`src/inc/pmcp_map.svh`:
```
// Register offsets, field positions, reset values and timing counts of the clock controller.
`ifndef PMCP_MAP_SVH
`define PMCP_MAP_SVH
`define PMCP_OFF_CLK_CTRL    8'h00
`define PMCP_OFF_AWAKE_CTRL  8'h04
`define PMCP_OFF_STATUS      8'h08
`define PMCP_OFF_DIAG        8'h0C
`define PMCP_BIT_SLOW_EN     2
`define PMCP_BIT_DIV_LO      0
`define PMCP_BIT_RTC_IE      3
`define PMCP_BIT_AWAKE_EN    0
`define PMCP_BIT_LONG_STAB   1
`define PMCP_CLK_CTRL_RST    32'h00000000
`define PMCP_AWAKE_RST       32'h00000000
`define PMCP_STAB_SHORT      16'h0100
`define PMCP_STAB_LONG       16'h1000
`define PMCP_IMASK_HALT      2'h2
`define PMCP_RESP_OKAY       2'h0
`define PMCP_RESP_SLVERR     2'h2
`endif

```
`src/inc/pmcp_pkg.sv`:
```
// Types shared by the clock controller modules.
package pmcp_pkg;
  typedef enum logic [2:0] {
    PMCP_RUN,
    PMCP_WAIT,
    PMCP_HALT,
    PMCP_ACT_HALT,
    PMCP_STAB
  } pmcp_mode_t;
endpackage : pmcp_pkg

```
`src/inc/pmcp_div_if.sv`:
```
// Carrier between the controller and its clock divider.
interface pmcp_div_if;
  logic       run_en;
  logic       slow_en;
  logic [1:0] sel;
  logic       tick;
  modport ctrl (output run_en, output slow_en, output sel, input tick);
  modport div  (input run_en, input slow_en, input sel, output tick);
endinterface : pmcp_div_if

```
`src/logic/pmcp_divider.sv`:
```
// Master clock prescaler that produces the cpu clock enable tick.
`include "pmcp_map.svh"
module pmcp_divider
  import pmcp_pkg::*;
(
  input  wire logic i_clk,
  input  wire logic i_sys_rst,
  pmcp_div_if.div   dv
);
  typedef struct packed {
    logic [3:0] cnt;
    logic       tick;
  } pmcp_div_st_t;
  pmcp_div_st_t s_q, s_d;

  // Divide ratio minus one: 2, 4, 8 or 16 in slow state, else 1.
  function automatic logic [3:0] last_count(input logic slow, input logic [1:0] sel);
    last_count = slow ? 4'((5'h02 << sel) - 5'h01) : 4'h0;
  endfunction : last_count

  always_comb begin
    s_d = s_q;
    s_d.tick = 1'b0;
    if (!dv.run_en) begin
      s_d.cnt = 4'h0;
    end else if (s_q.cnt >= last_count(dv.slow_en, dv.sel)) begin
      s_d.cnt = 4'h0;
      s_d.tick = 1'b1;
    end else begin
      s_d.cnt = s_q.cnt + 4'h1;
    end
  end

  always_ff @(posedge i_clk) begin
    if (i_sys_rst) begin
      s_q <= '0;
    end else begin
      s_q <= s_d;
    end
  end

  assign dv.tick = s_q.tick;
endmodule : pmcp_divider

```
`src/logic/pmcp_ctrl.sv`:
```
// Power mode controller and cpu clock prescaler with an AXI4-Lite register port.
// Functional notes
// After reset enter run state, clocking from the master clock.
// Slow enable bit and two-bit divider select control the slow state.
// Slow state divides the master clock by 2, 4, 8 or 16.
// CPU and peripherals both use the divided clock in slow state.
// Wait entered during slow state gives slow-wait.
// Halt entered only with rtc interrupt enable and auto-wake enable cleared; the code also enters halt with auto-wake enable set.
// Halt with rtc interrupt enable set enters active halt.
// Halt left only on reset or a wake-capable interrupt.
// On leaving halt restart oscillator, wait 256 or 4096 cycles.
// After the delay resume by interrupt service or reset vector fetch.
// On halt entry the interrupt mask bits become binary 10.
// In halt the main oscillator stops, halting processing and peripherals.
// Peripherals on a separate clock keep running during halt.
// Option bit: watchdog enabled without halt compatibility makes halt reset.
// In auto-wake halt the auto-wake interrupt also exits halt.
// Interrupt entry pushes condition code and sets mask to its level.
// Prescaler, clock-out and rtc timer work independently and simultaneously.
// Slow enable and divider select reset to zero.
//
// The register offsets and the AXI4-Lite interface to the registers were decided locally.
`include "pmcp_map.svh"
module pmcp_ctrl
  import pmcp_pkg::*;
(
  input  wire logic        i_clk,
  input  wire logic        i_sys_rst,
  input  wire logic        i_awvalid,
  output logic             o_awready,
  input  wire logic [7:0]  i_awaddr,
  input  wire logic        i_wvalid,
  output logic             o_wready,
  input  wire logic [31:0] i_wdata,
  input  wire logic [3:0]  i_wstrb,
  output logic             o_bvalid,
  input  wire logic        i_bready,
  output logic [1:0]       o_bresp,
  input  wire logic        i_arvalid,
  output logic             o_arready,
  input  wire logic [7:0]  i_araddr,
  output logic             o_rvalid,
  input  wire logic        i_rready,
  output logic [31:0]      o_rdata,
  output logic [1:0]       o_rresp,
  input  wire logic        i_wait_req,
  input  wire logic        i_halt_req,
  input  wire logic        i_wake_irq,
  input  wire logic        i_auto_wake_irq,
  input  wire logic        i_ext_reset,
  input  wire logic        i_watchdog_en,
  input  wire logic        i_watchdog_stop_compat_option,
  input  wire logic        i_any_irq,
  output logic             o_cpu_clock_en,
  output logic             o_periph_clock_en,
  output logic             o_osc_on,
  output logic             o_force_imask,
  output logic [1:0]       o_imask_value,
  output logic             o_resume_irq,
  output logic             o_resume_reset,
  output logic             o_watchdog_reset,
  output logic             o_active_halt,
  output logic [2:0]       o_mode
);
  typedef struct packed {
    pmcp_mode_t  mode;
    logic        slow_state_enable;
    logic [1:0]  slow_divider_select;
    logic        rtc_interrupt_enable;
    logic        auto_wake_enable;
    logic        long_stab;
    logic        wake_by_reset;
    logic [15:0] stab_cnt;
    logic        aw_got;
    logic        w_got;
    logic [7:0]  aw_addr;
    logic [31:0] w_data;
    logic [3:0]  w_strb;
    logic        bvalid;
    logic [1:0]  bresp;
    logic        rvalid;
    logic [31:0] rdata;
    logic [1:0]  rresp;
    logic        cpu_en;
    logic        per_en;
    logic        osc_on;
    logic        force_imask;
    logic        res_irq;
    logic        res_rst;
    logic        wdg_rst;
    logic        act_halt;
  } pmcp_st_t;
  pmcp_st_t s_q, s_d;
  pmcp_div_if dv ();

  logic [2:0] wake_sync_q, awake_sync_q, rst_sync_q;
  logic       wake_q, awake_q, xrst_q;

  // Pins pass three flops; a level change counts once stages two and three agree.
  // These run on the controller clock, which keeps going while the main oscillator is off.
  always_ff @(posedge i_clk) begin
    if (i_sys_rst) begin
      wake_sync_q  <= 3'h0;
      awake_sync_q <= 3'h0;
      rst_sync_q   <= 3'h0;
      wake_q       <= 1'b0;
      awake_q      <= 1'b0;
      xrst_q       <= 1'b0;
    end else begin
      wake_sync_q  <= {wake_sync_q[1:0], i_wake_irq};
      awake_sync_q <= {awake_sync_q[1:0], i_auto_wake_irq};
      rst_sync_q   <= {rst_sync_q[1:0], i_ext_reset};
      if (wake_sync_q[1] == wake_sync_q[2]) begin
        wake_q <= wake_sync_q[2];
      end
      if (awake_sync_q[1] == awake_sync_q[2]) begin
        awake_q <= awake_sync_q[2];
      end
      if (rst_sync_q[1] == rst_sync_q[2]) begin
        xrst_q <= rst_sync_q[2];
      end
    end
  end

  assign dv.run_en  = (s_q.mode == PMCP_RUN) || (s_q.mode == PMCP_WAIT);
  assign dv.slow_en = s_q.slow_state_enable;
  assign dv.sel     = s_q.slow_divider_select;

  pmcp_divider u_div (
    .i_clk     (i_clk),
    .i_sys_rst (i_sys_rst),
    .dv        (dv)
  );

  function automatic logic [31:0] merge(input logic [31:0] old, input logic [31:0] nw,
                                        input logic [3:0] st);
    for (int i = 0; i < 4; i++) begin
      old[i*8 +: 8] = st[i] ? nw[i*8 +: 8] : old[i*8 +: 8];
    end
    merge = old;
  endfunction : merge

  logic [31:0] ctrl_word;
  logic [31:0] awake_word;
  logic [31:0] wr_word;
  logic        do_write;
  logic        halt_wake;

  assign ctrl_word  = {28'h0, s_q.rtc_interrupt_enable, s_q.slow_state_enable,
                       s_q.slow_divider_select};
  assign awake_word = {30'h0, s_q.long_stab, s_q.auto_wake_enable};
  // Decided from registers and pins only, so that it never depends on the next state.
  assign do_write   = (s_q.aw_got || i_awvalid) && (s_q.w_got || i_wvalid) && !s_q.bvalid;
  // Wake-capable interrupt, or the auto-wake one when that is enabled.
  assign halt_wake  = wake_q || (s_q.auto_wake_enable && awake_q);

  always_comb begin
    s_d = s_q;
    wr_word = 32'h0;
    s_d.res_irq = 1'b0;
    s_d.res_rst = 1'b0;
    s_d.wdg_rst = 1'b0;
    s_d.force_imask = 1'b0;
    if (i_awvalid && !s_q.aw_got) begin
      s_d.aw_got  = 1'b1;
      s_d.aw_addr = i_awaddr;
    end
    if (i_wvalid && !s_q.w_got) begin
      s_d.w_got  = 1'b1;
      s_d.w_data = i_wdata;
      s_d.w_strb = i_wstrb;
    end
    if (s_q.bvalid && i_bready) begin
      s_d.bvalid = 1'b0;
    end
    if (do_write) begin
      s_d.aw_got = 1'b0;
      s_d.w_got  = 1'b0;
      s_d.bvalid = 1'b1;
      s_d.bresp  = `PMCP_RESP_OKAY;
      case (s_d.aw_addr)
        `PMCP_OFF_CLK_CTRL: begin
          wr_word = merge(ctrl_word, s_d.w_data, s_d.w_strb);
          s_d.slow_state_enable    = wr_word[`PMCP_BIT_SLOW_EN];
          s_d.slow_divider_select  = wr_word[`PMCP_BIT_DIV_LO +: 2];
          s_d.rtc_interrupt_enable = wr_word[`PMCP_BIT_RTC_IE];
        end
        `PMCP_OFF_AWAKE_CTRL: begin
          wr_word = merge(awake_word, s_d.w_data, s_d.w_strb);
          s_d.auto_wake_enable = wr_word[`PMCP_BIT_AWAKE_EN];
          s_d.long_stab        = wr_word[`PMCP_BIT_LONG_STAB];
        end
        `PMCP_OFF_STATUS, `PMCP_OFF_DIAG: begin
          s_d.bresp = `PMCP_RESP_OKAY;
        end
        default: begin
          s_d.bresp = `PMCP_RESP_SLVERR;
        end
      endcase
    end
    if (s_q.rvalid && i_rready) begin
      s_d.rvalid = 1'b0;
    end
    if (i_arvalid && !s_q.rvalid) begin
      s_d.rvalid = 1'b1;
      s_d.rresp  = `PMCP_RESP_OKAY;
      case (i_araddr)
        `PMCP_OFF_CLK_CTRL:   s_d.rdata = ctrl_word;
        `PMCP_OFF_AWAKE_CTRL: s_d.rdata = awake_word;
        `PMCP_OFF_STATUS:     s_d.rdata = {27'h0, s_q.osc_on, s_q.wake_by_reset, 
                                           s_q.act_halt, s_q.mode == PMCP_HALT,
                                           s_q.mode == PMCP_WAIT};
        `PMCP_OFF_DIAG:       s_d.rdata = {16'h0, s_q.stab_cnt};
        default: begin
          s_d.rdata = 32'h0;
          s_d.rresp = `PMCP_RESP_SLVERR;
        end
      endcase
    end
    case (s_q.mode)
      PMCP_RUN: begin
        if (i_halt_req) begin
          if (i_watchdog_en && !i_watchdog_stop_compat_option) begin
            s_d.wdg_rst = 1'b1;
          end else if (s_q.rtc_interrupt_enable) begin
            s_d.mode     = PMCP_ACT_HALT;
            s_d.act_halt = 1'b1;
            s_d.force_imask = 1'b1;
          end else if (!s_q.auto_wake_enable) begin
            s_d.mode        = PMCP_HALT;
            s_d.osc_on      = 1'b0;
            s_d.force_imask = 1'b1;
          end else begin
            s_d.mode        = PMCP_HALT;
            s_d.osc_on      = 1'b0;
            s_d.force_imask = 1'b1;
          end
        end else if (i_wait_req) begin
          s_d.mode = PMCP_WAIT;
        end
      end
      PMCP_WAIT: begin
        if (i_any_irq || xrst_q) begin
          s_d.mode = PMCP_RUN;
        end
      end
      PMCP_HALT, PMCP_ACT_HALT: begin
        if (xrst_q || halt_wake || (s_q.mode == PMCP_ACT_HALT && i_any_irq)) begin
          s_d.mode          = PMCP_STAB;
          s_d.osc_on        = 1'b1;
          s_d.act_halt      = 1'b0;
          s_d.wake_by_reset = xrst_q;
          s_d.stab_cnt      = s_q.long_stab ? `PMCP_STAB_LONG : `PMCP_STAB_SHORT;
        end
      end
      PMCP_STAB: begin
        if (s_q.stab_cnt <= 16'h0001) begin
          s_d.stab_cnt = 16'h0;
          s_d.mode     = PMCP_RUN;
          s_d.res_rst  = s_q.wake_by_reset;
          s_d.res_irq  = !s_q.wake_by_reset;
        end else begin
          s_d.stab_cnt = s_q.stab_cnt - 16'h0001;
        end
      end
      default: begin
        s_d.mode = PMCP_RUN;
      end
    endcase
    s_d.cpu_en = dv.tick && (s_d.mode == PMCP_RUN);
    s_d.per_en = dv.tick && (s_d.mode == PMCP_RUN || s_d.mode == PMCP_WAIT);
  end

  always_ff @(posedge i_clk) begin
    if (i_sys_rst) begin
      s_q        <= '0;
      s_q.mode   <= PMCP_RUN;
      s_q.osc_on <= 1'b1;
    end else begin
      s_q <= s_d;
    end
  end

  assign o_awready         = !s_q.aw_got;
  assign o_wready          = !s_q.w_got;
  assign o_bvalid          = s_q.bvalid;
  assign o_bresp           = s_q.bresp;
  assign o_arready         = !s_q.rvalid;
  assign o_rvalid          = s_q.rvalid;
  assign o_rdata           = s_q.rdata;
  assign o_rresp           = s_q.rresp;
  assign o_cpu_clock_en    = s_q.cpu_en;
  assign o_periph_clock_en = s_q.per_en;
  assign o_osc_on          = s_q.osc_on;
  assign o_force_imask     = s_q.force_imask;
  assign o_imask_value     = `PMCP_IMASK_HALT;
  assign o_resume_irq      = s_q.res_irq;
  assign o_resume_reset    = s_q.res_rst;
  assign o_watchdog_reset  = s_q.wdg_rst;
  assign o_active_halt     = s_q.act_halt;
  assign o_mode            = s_q.mode;
endmodule : pmcp_ctrl

```
`config.mk`:
```
export PLATFORM = sky130hd
export DESIGN_NAME = pmcp_ctrl
export DESIGN_NICKNAME = d
export VERILOG_FILES = /design/src/inc/pmcp_pkg.sv /design/src/inc/pmcp_div_if.sv /design/src/logic/pmcp_divider.sv /design/src/logic/pmcp_ctrl.sv
export VERILOG_INCLUDE_DIRS = /design/src /design/src/inc
export SDC_FILE = /design/constraint.sdc
export NUM_CORES = 1
export LEC_CHECK = 0
export ABC_AREA = 1
export BUFFER_PORTS_ARGS = -buffer_cell sky130_fd_sc_hd__buf_2
export CORE_MARGIN = 1.5
export CORE_UTILIZATION = 53
export DETAILED_ROUTE_END_ITERATION = 8
export GPL_ROUTABILITY_DRIVEN = 1
export MAX_ROUTING_LAYER = met4
export PLACE_DENSITY = 0.78
export SKIP_LAST_GASP = 1
export SYNTH_ARGS = -nofsm -noshare
export SYNTH_HDL_FRONTEND = slang
export SYNTH_SLANG_ARGS = --single-unit
```
`constraint.sdc`:
```
create_clock -name i_clk -period 2.3 [get_ports i_clk]
set_input_delay 0.46 -clock i_clk [delete_from_list [all_inputs] [get_ports i_clk]]
set_output_delay 0.46 -clock i_clk [all_outputs]
set_load 0.05 [all_outputs]
```
# Yosys cells after proc, flatten, opt, wreduce, memory -nomap -nowiden
# Index checks and enable logic that the tools add are counted.
# Widths: inputs -> output; s select.
# op_classes
eq_ne,19
add_sub_neg,3
mux,34
n_reduce_logical,48
n_bitwise,5
magnitude_cmp,2
n_shift,1
# ops
op,count
$pmux 16 s4,1
$mux 35,1
$eq 8x4->1 const B,4
$mux 16,2
$pmux 16 s2,1
$mux 3,7
$eq 8x3->1 const B,2
$le 16x1->1 const B,1
$logic_not 8->1,2
$mux 8,2
$sub 16x1->16 const B,1
$mux 13,1
$logic_and 1x1->1,12
$pmux 3 s4,1
$mux 1,11
$ne 2x2->1 const B,5
$reduce_and 5->1,2
$reduce_or 3->1,3
$logic_or 1x1->1,8
$mux 2,4
$reduce_bool 2->1,4
$reduce_or 4->1,2
$eq 3x1->1 const B,2
$eq 3x2->1 const B,2
14 further kinds,31
# word_totals
input_bits,67
elab_cells,147
register_bits,107

# Longest topological paths before layout
# Gate-level depths: netlist of the first run.
# logic_depth
depth_word,9
ltp_mapped,11

# Hierarchy
# A second synthesis of the first run with hierarchy kept.
# unflattened
hier_cells,598
area_unflattened_um2,4286.6
# modules_own_cells
mod,seq_area_each_um2,area_each_um2,instances,cells_per_inst
pmcp_ctrl,1621.6,3960.0,1,559
pmcp_divider,100.1,326.6,1,39

# Worst setup path after synthesis of the first run
# No wires, ideal clock.
# synth_timing
path_kind,register -> register
start,register s_q (netlist bit o_rvalid)
end,register s_q (netlist bit o_rresp[1])
path_buffers,1
t_arrival_ns,1.635
required_ns,2.163
path_stages_with_launch,7
slack_ns,0.529
path_cell_list,dfxtp_1 -> inv_1 -> nand2_1 -> inv_1 -> clkbuf_1 -> o21ai_0 -> a31oi_1
# synth_via
elab_chain_cells,2
# synth_rtl
element,line_no,rtl
from (decl),pmcp_ctrl.sv:93,"pmcp_st_t s_q, s_d;"
$logic_not 1->1,-,
via o_arready,pmcp_ctrl.sv:40,"output logic o_arready,"
$logic_and 1x1->1,pmcp_ctrl.sv:204,if (i_arvalid && !s_q.rvalid) begin
# The timed path passes the listed nets, and every way through them passes these cells.
# A chain may end at the register's enable or synchronous reset.

# Worst setup path after layout of the first run
# layout_timing
start,register s_q[92] in the netlist's numbering
end,register s_q[103] in the netlist's numbering
# layout_via
elab_chain_cells,3
# layout_rtl
element,line_no,rtl
$sub 16x1->16 / $le 16x1->1 (equally long branches),"pmcp_ctrl.sv:263, pmcp_ctrl.sv:257",
$mux 16 (*),pmcp_ctrl.sv:257,if (s_q.stab_cnt <= 16'h0001) begin
$pmux 16 s2 (*),pmcp_ctrl.sv:220,case (s_q.mode)
# Every way passes the cells marked *; elsewhere a longest branch is shown, timed or not.

==> flow_metrics.py, run 1 <==
metrics = {
    "outcome": {
        "status": "complete, no violations",
    },
    "finish": {
        "num-nets-final": 716,
        "diodes": 0,
        "area_growth_pct": 9.00,
        "drive_gt1_share_pct": 19.3,
        "mostFrequentLayoutCell": "nand2_1",
        "layout_common_cells": "nand2_1, dfxtp_1, nor2_1",
    },
    "sta": {
        "layout_min_cycle_time_ns": 1.87,
        "slew_viol_final": 0,
        "skew_ns": 0.00902,
        "tns_ns": 0,
        "timing.final.crit_share_pct": 81.2,
        "finalWorstSetupSlack_ns": 0.432,
        "fmax_ghz": 0.535,
        "finalHoldViolCount": 0,
        "setup_viol": 0,
        "slew_headroom_pct": 52.1,
        "worst_pin_slew_ns": 0.718,
        "rsz0062_at_grt": "no",
    },
    "power_and_ir_drop": {
        "p_leak_nw": 2.26,
        "cellPowerDensity_nw_per_um2": 711,
        "ir_drop_uv": 319,
    },
    "critical_path": {
        "rr_worst_depth": 7,
        "r2r-end": "s_q[103]",
        "critical_path.max_fanout": 12,
        "r2r_slack_ns": 0.43,
        "required_ns": 2.60,
        "cp.arrival_ns": 2.17,
        "slowest_delay_ns": 0.46,
        "rr_startpoint": "s_q[92]",
        "cp_cell_sequence": "inv_1, ha_1, o21ai_0, nor2_2, a21oi_2, o21ai_0, a21oi_1",
        "crit_path_frequent_cell": "o21ai_0",
        "worstSetupStartpointType": "flop",
        "crit_buf_inv": 1,
        "crit_path_end_kind": "flop",
        "cpMaxStageDelayCell": "a21oi_2",
        "crit_family": "compound AO/OA/AOI/OAI gates",
        "crit_type": "flop to flop",
    },
    "drt": {
        "detail_route.wl_per_cell_um": 11.6,
        "via_per_inst": 4.88,
        "wl_met2_um": 4080,
        "drc": 0,
        "drtAntennaViolNets": 0,
        "drt_iter0_markers": 164,
        "wl_um": 8660,
        "wl_met1_um": 3940,
        "met3_wirelength_um": 556,
        "top_layer": "met4",
        "first_pass_iters": 4,
        "via_count": 3654,
    },
    "yosys": {
        "synthDistinctLibCells": 40,
        "syn_inst": 600,
        "syn_area_sq_um": 4340,
        "yosysWarnings": 0,
        "synth_area_per_cell_sq_um": 7.23,
        "ys_seq_elements": 86,
        "seq_area_frac_synth_pct": 39.7,
    },
    "floorplanning": {
        "die_x_um": 93.5,
        "core_sq_um": 7810,
        "start_util_pct": 55.5,
        "num_rows": 32,
        "die-area_sq_um": 8730,
        "pin_count": 121,
        "die_h_um": 93.5,
    },
    "global_routing": {
        "grt_pass1_vias": 3405,
        "grt_pass1_wl_um": 14600,
        "antenna_found_initial": 0,
        "grt_max_degree": 44,
        "grt-ovfl-total": 0,
        "grt_use_total_pct": 21.7,
    },
    "clock_network": {
        "worstSkewPairLatency_ns": 0.36,
        "post_cts_resized": 0,
        "cts_tree": "yes",
        "htree_num_levels": 3,
        "clk_pin_slew_ns": 0.09,
        "clock_path_buffers": 2,
        "ctsHoldBuffers": 0,
        "cts_buffers": 9,
        "cts_root_buffer": "clkbuf_8",
        "numClockSinks": 86,
        "postCtsSetupBuffers": 0,
    },
    "placed_design": {
        "hpwl_um": 6400,
        "port-buffer-count": 69,
        "gp_congestion": 0.879,
        "post-place-ws_ns": 0.442,
    },
    "hold_path": {
        "min_path_type": "primary input to flop",
        "worst_hold_path.num_cells": 2,
        "worstHoldStart": "i_bready",
        "hold_end": "o_bvalid",
    },
    "flow_run": {
        "maxCapViolCount": 0,
    },
}
==> worst max-delay path by stage <==
| stage | from | end | slack [ns] | cells past startpoint |
|---|---|---|---|---|
| 6_report | s_q[92] | s_q[103] | 0.43 | 7 |
| 5_1_grt | s_q[92] | s_q[103] | 0.25 | 7 |
| 4_1_cts | s_q[92] | s_q[105] | 0.45 | 7 |
| 3_5_place_dp | s_q[92] | s_q[103] | 0.44 | 7 |
| 3_3_place_gp | s_q[92] | s_q[103] | 0.47 | 7 |
| 2_1_floorplan | o_rvalid | o_rresp[1] | 0.53 | 6 |
==> metrics by stage <==
| stage | power [mW] | util (%) | hold WS [ns] | area [sq um] | cells |
|---|---|---|---|---|---|
| finish | 3.36 | 60.5 | 0.299 | 4730 | 749 |
| global route | 3.52 | 60.5 | 0.282 | 4730 | 749 |
| CTS | 3.39 | 60.5 | 0.281 | 4730 | 749 |
| detailed placement | 2.22 | 57.7 | 0.399 | 4510 | 733 |
| global placement | 2.21 | 57.7 | 0.395 | 4510 | 733 |
| floorplan | 2.15 | - | 0.388 | 4400 | 618 |
==> layout make-up <==
| class | instances | area, sq um |
|---|---|---|
| Fill cell | 763 | 3080 |
| Multi-Input combinational cell | 406 | 2020 |
| Sequential cell | 86 | 1720 |
| Timing Repair Buffer | 72 | 380 |
| Inverter | 67 | 255 |
| Tap cell | 102 | 128 |
| Clock buffer | 9 | 124 |
| Clock inverter | 7 | 97.6 |
==> registers in the layout, summed over array words and instances (netlist names), 2 cells and up <==
name	flops
awake_sync_q	3
u_div.s_q	4
o_mode	3
awake_word	2
wake_sync_q	3
o_rdata	16
dv.sel	2
rst_sync_q	3
s_q	32
==> layer usage <==
layer	GRT usage (%)	vias to the layer above
li1	-	1922
met1	24.8	1623
met2	36.4	102
met3	5.85	7
met4	7.95	0
met5	-	-
==> worst register-to-register path: stages (launching register included) <==
cell	delay [ns]
dfxtp_1	0.39
inv_1	0.08
ha_1	0.26
o21ai_0	0.22
nor2_2	0.08
a21oi_2	0.46
o21ai_0	0.19
a21oi_1	0.15
==> power by group <==
part / internal (mW) / switching, mW
clock network: 0.615 / 0.559
registers: 1.55 / 0.0368
logic: 0.150 / 0.446
==> kinds of logic (layout without fill, tap and decap cells) <==
kind of cell / count (synthesis) / count (layout) / share of synthesized area, %
other cells: 2 / 20 / 0.173
fa+ha+maj: 7 / 7 / 2.02
simple gates: 283 / 283 / 29.5
flops: 86 / 86 / 39.7
xor+xnor: 9 / 9 / 1.82
compound gates: 83 / 83 / 10.6
mux: 4 / 4 / 0.923
buf+inv: 126 / 155 / 15.3
==> synth_stat cells (all sizes together) <==
master,number,area (sq um)
nor4,1,6.26
o21bai,1,7.51
clkbuf,8,30.0
nor2,90,393
mux2i,4,40.0
buf,51,377
a21oi,43,223
or2,1,6.26
o21a,2,15.0
nand2,125,526
nand3,57,295
a31oi,1,6.26
dfxtp,86,1720
ha,7,87.6
inv,65,246
nand3b,2,15.0
xnor2,2,17.5
a211oi,1,7.51
o211ai,2,15.0
conb,2,7.51
o21ai,33,184
nor3,3,15.0
nand4,4,25.0
clkinv,2,8.75
xor2,7,61.3
Note: power is estimated with default switching activity, not from simulation.
==> run 2, diff against run 1 <==
--- a/config.mk
+++ b/config.mk
@@ -9,11 +9,11 @@
 export ABC_AREA = 1
 export BUFFER_PORTS_ARGS = -buffer_cell sky130_fd_sc_hd__buf_2
 export CORE_MARGIN = 1.5
-export CORE_UTILIZATION = 53
+export CORE_UTILIZATION = 52
 export DETAILED_ROUTE_END_ITERATION = 8
 export GPL_ROUTABILITY_DRIVEN = 1
 export MAX_ROUTING_LAYER = met4
-export PLACE_DENSITY = 0.78
+export PLACE_DENSITY = 0.77
 export SKIP_LAST_GASP = 1
 export SYNTH_ARGS = -nofsm -noshare
 export SYNTH_HDL_FRONTEND = slang
==> constraint.sdc (replaced) <==
create_clock -name i_clk -period 1.9 [get_ports i_clk]
set_input_delay 0.38 -clock i_clk [delete_from_list [all_inputs] [get_ports i_clk]]
set_output_delay 0.38 -clock i_clk [all_outputs]
set_load 0.05 [all_outputs]
==> run 2 against run 1 <==
- total power increased by 20%
- clock power grew 17%
- first-iteration DRC count increased by 5.5%
- critical endpoint is now s_q[105]
==> flow_metrics.py, run 2 (synthesized netlist as in run 1, its figures left out) <==
metrics = {
    "global_routing": {
        "grt_use_total_pct": 21.0,
        "antenna_found_initial": 0,
        "grt_max_degree": 39,
        "grt-ovfl-total": 0,
        "grt_pass1_vias": 3226,
        "grt_pass1_wl_um": 14400,
    },
    "finish": {
        "diodes": 0,
        "layout_common_cells": "nand2_1, dfxtp_1, nor2_1",
        "drive_gt1_share_pct": 20.1,
        "area_growth_pct": 10.1,
        "post-route-util_pct": 58.7,
        "regMostFlops": "s_q",
        "num-nets-final": 723,
        "largest_reg_flops": 32,
        "fin_area_sq_um": 4770,
        "n_fill_cell": 753,
        "mostFrequentLayoutCell": "nand2_1",
    },
    "sta": {
        "finalHoldViolCount": 0,
        "layout_min_cycle_time_ns": 1.61,
        "fmax_ghz": 0.620,
        "rsz0062_at_grt": "no",
        "timing.final.crit_share_pct": 85.0,
        "tns_ns": 0,
        "skew_ns": 0.0136,
        "slew_viol_final": 0,
        "setup_viol": 0,
        "whs_ns": 0.223,
    },
    "critical_path": {
        "crit_type": "flop to flop",
        "rr_startpoint": "s_q[92]",
        "required_ns": 2.19,
        "critical_path.max_fanout": 7,
        "rr_worst_depth": 8,
        "crit_path_end_kind": "flop",
        "r2r-end": "s_q[105]",
        "critical_path.endpoint": "s_q[105]",
        "r2r_slack_ns": 0.29,
        "worstSetupStartpointType": "flop",
        "critPathLaunch": "s_q[92]",
        "cp.arrival_ns": 1.90,
    },
    "drt": {
        "detail_route.wl_per_cell_um": 11.5,
        "via_per_inst": 4.91,
        "via_count": 3723,
        "drtAntennaViolNets": 0,
        "drc": 0,
        "first_pass_iters": 4,
        "drt_iter0_markers": 173,
        "wl_um": 8720,
    },
    "floorplanning": {
        "pin_count": 121,
        "die-area_sq_um": 8900,
        "start_util_pct": 53.3,
        "core_sq_um": 8130,
        "num_rows": 33,
        "die_x_um": 94.3,
        "die_h_um": 94.3,
    },
    "placed_design": {
        "hpwl_um": 6490,
        "port-buffer-count": 69,
        "gp_congestion": 0.884,
        "dpl_cell_area_sq_um": 4560,
    },
    "flow_run": {
        "maxCapViolCount": 0,
    },
    "clock_network": {
        "clock_path_buffers": 2,
        "htree_num_levels": 3,
        "post_cts_resized": 0,
        "worstSkewPairLatency_ns": 0.35,
        "numClockSinks": 86,
        "cts_root_buffer": "clkbuf_8",
        "postCtsSetupBuffers": 0,
        "clk_pin_slew_ns": 0.09,
        "cts_tree": "yes",
        "cts_buffers": 9,
        "ctsHoldBuffers": 0,
    },
    "power_and_ir_drop": {
        "cellPowerDensity_nw_per_um2": 843,
        "power_mw": 4.02,
        "ir_drop_uv": 528,
        "p_leak_nw": 2.28,
    },
    "hold_path": {
        "min_path_type": "primary input to flop",
    },
    "outcome": {
        "status": "complete, no violations",
    },
}
run 2: cell types whose count changed in the layout (fill, tap and decap cells not counted), sizes merged:
cell,change
clkinvlp,+1
clkinv,-1
buf,+7
inv,-1
run 2: worst min-delay path by stage:
stage,slack (ns),from,endpoint,depth (start not counted)
final,0.22,i_bready,o_bvalid,2
after global routing,0.24,i_auto_wake_irq,awake_sync_q[0],3
after CTS,0.22,i_bready,o_bvalid,2
after detailed placement,0.40,wake_sync_q[0],wake_sync_q[1],2
after global placement,0.39,awake_sync_q[0],awake_sync_q[1],2
after floorplan,0.39,awake_sync_q[0],awake_sync_q[1],2
run 2: per-layer routing:
layer | global-route usage [%] | share of wire [%] | vias up
li1 | - | - | 1936
met1 | 26.1 | 46 | 1679
met2 | 34.2 | 48 | 101
met3 | 4.37 | 5.2 | 7
met4 | 6.47 | 0.98 | 0
met5 | - | 0 | -
run 2: stage by stage:
step,setup slack (ns),std cells
after floorplan,0.129,618
after global placement,0.353,743
after detailed placement,0.314,743
after CTS,0.309,758
after global routing,0.134,758
final,0.286,758
run 2: where the power goes:
part / total, mW / leakage (nW) / switching [mW] / internal [mW]
clock network: 1.37 / 0.0973 / 0.640 / 0.730
registers: 1.93 / 0.702 / 0.0458 / 1.88
logic: 0.727 / 1.49 / 0.541 / 0.187
total: 4.02 / 2.28 / 1.23 / 2.80
run 2: final cells by class:
| cell class | instances | area, sq um | area share [%] |
|---|---|---|---|
| flip-flops and latches | 86 | 1720 | 36.1 |
| clock buffers | 9 | 124 | 2.60 |
| inverters | 67 | 255 | 5.35 |
| repair buffers | 79 | 433 | 9.07 |
| multi-input cells | 406 | 2020 | 42.3 |
| well taps | 105 | 131 | 2.75 |
| clock inverters | 6 | 87.6 | 1.83 |
run 2: critical path: stages, from the launching register on:
cell     delay, ns
dfxtp_1       0.39
inv_1         0.08
ha_1          0.26
o21ai_0       0.21
nor2_2        0.08
a21oi_2       0.14
buf_4         0.17
nand3_1       0.08
a21oi_1       0.14
==> run 3, diff against run 2 <==
==> constraint.sdc (replaced) <==
create_clock -name i_clk -period 1.6 [get_ports i_clk]
set_input_delay 0.32 -clock i_clk [delete_from_list [all_inputs] [get_ports i_clk]]
set_output_delay 0.32 -clock i_clk [all_outputs]
set_load 0.05 [all_outputs]
==> run 3 against run 2 <==
- utilization up 0.51 points
- sequential share of layout area down 0.075 points
- via count up 1.0%
- die area unchanged
- design area up 0.87%
- global-route usage up 0.49 points
- count of clock-buffer cells in the layout up 1
- total power up 17%
- largest cell class unchanged
- clock skew about the same
- clock power up 12%
- hold slack worse by 0.084 ns
==> flow_metrics.py, run 3 (synthesized netlist as in run 1, its figures left out) <==
metrics = {
    "outcome": {
        "status": "complete, no violations",
    },
    "critical_path": {
        "worstSetupStartpointType": "flop",
        "cp.arrival_ns": 1.72,
        "critical_path.max_fanout": 5,
        "crit_path_end_kind": "flop",
        "required_ns": 1.87,
        "crit_type": "flop to flop",
    },
    "global_routing": {
        "grt_pass1_wl_um": 14600,
        "grt_use_total_pct": 21.5,
        "grt_max_degree": 39,
        "grt_pass1_vias": 3359,
        "grt-ovfl-total": 0,
        "antenna_found_initial": 0,
    },
    "drt": {
        "first_pass_iters": 4,
        "drc": 0,
        "via_per_inst": 4.92,
        "drt_iter0_markers": 170,
        "wl_um": 8880,
        "via_count": 3762,
        "detail_route.wl_per_cell_um": 11.6,
        "drtAntennaViolNets": 0,
    },
    "floorplanning": {
        "core_sq_um": 8130,
        "num_rows": 33,
        "start_util_pct": 53.3,
        "die_h_um": 94.3,
        "pin_count": 121,
        "die-area_sq_um": 8900,
        "die_x_um": 94.3,
    },
    "finish": {
        "num-nets-final": 728,
        "mostFrequentLayoutCell": "nand2_1",
        "layout_common_cells": "nand2_1, dfxtp_1, nor2_1",
        "diodes": 0,
        "area_growth_pct": 11.0,
        "regMostFlops": "s_q",
        "drive_gt1_share_pct": 21.7,
        "post-route-util_pct": 59.2,
        "largest_reg_flops": 32,
    },
    "clock_network": {
        "htree_num_levels": 3,
        "clock_path_buffers": 2,
        "cts_tree": "yes",
        "worstSkewPairLatency_ns": 0.37,
        "cts_buffers": 9,
        "clk_pin_slew_ns": 0.09,
        "cts_root_buffer": "clkbuf_8",
        "numClockSinks": 86,
        "ctsHoldBuffers": 0,
    },
    "placed_design": {
        "hpwl_um": 6620,
        "gp_congestion": 0.837,
        "port-buffer-count": 69,
        "post-place-ws_ns": 0.0466,
    },
    "sta": {
        "fmax_ghz": 0.687,
        "setup_viol": 0,
        "finalWorstSetupSlack_ns": 0.145,
        "slew_viol_final": 0,
        "skew_ns": 0.0133,
        "whs_ns": 0.140,
        "layout_min_cycle_time_ns": 1.46,
        "rsz0062_at_grt": "yes",
        "finalHoldViolCount": 0,
        "timing.final.crit_share_pct": 90.9,
    },
    "flow_run": {
        "maxCapViolCount": 0,
    },
    "power_and_ir_drop": {
        "ir_drop_uv": 701,
        "cellPowerDensity_nw_per_um2": 977,
        "power_mw": 4.70,
        "p_leak_nw": 2.31,
    },
    "hold_path": {
        "min_path_type": "primary input to flop",
    },
}
==> run 3: repair_timing <==
item | in CTS | in global routing
buffers inserted | 0 | 1
endpoints found under the setup margin | 0 | 18
gates resized for setup | 0 | 8
==> run 3: stage by stage <==
step                cell area (sq um)  cells  setup TNS [ns]
CTS                              4800    763               0
global placement                 4600    747               0
floorplan                        4410    618               0
global route                     4810    764         -0.0248
detailed placement               4600    747               0
finish                           4810    764               0
==> run 3: area by class of cell <==
class | instances | area [sq um]
fill | 757 | 3320
multi-input combinational | 406 | 2020
sequential | 86 | 1730
timing repair buffer | 84 | 470
inverter | 67 | 259
tap | 105 | 131
clock buffer | 10 | 128
clock inverter | 6 | 68.8
==> run 3: power breakdown <==
part           total [mW]  internal (mW)  switching [mW]
Sequential           2.29           2.23          0.0559
Clock                1.54          0.731           0.813
Combinational       0.873          0.225           0.648
Total                4.70           3.19            1.52
==> run 3: metal layers <==
layer,part of all wire (%),vias up,GRT usage (%),routed length (um)
li1,-,1952,-,-
met3,5.8,13,5.02,516
met1,46,1682,25.2,4060
met2,47,115,36.1,4160
met4,1.5,0,7.34,134
met5,0,-,-,0
==> run 3: worst max-delay path, stage by stage, from the launching register on <==
cell and delay [ns]:
dfxtp_2 0.38, o21ai_2 0.07, ha_1 0.30, inv_1 0.05, o21bai_1 0.13, nand3_1 0.09, nand3_1 0.09, nand3b_1 0.17
nor2_1 0.07
==> run 3: worst paths after layout <==
path                  start              to  slack [ns]  cells past startpoint
min reg2reg  wake_sync_q[0]  wake_sync_q[1]        0.40                      2
min                i_bready        o_bvalid        0.14                      2
max reg2reg       dv.sel[1]    u_div.s_q[2]        0.14                      8
max               dv.sel[1]    u_div.s_q[2]        0.14                      8
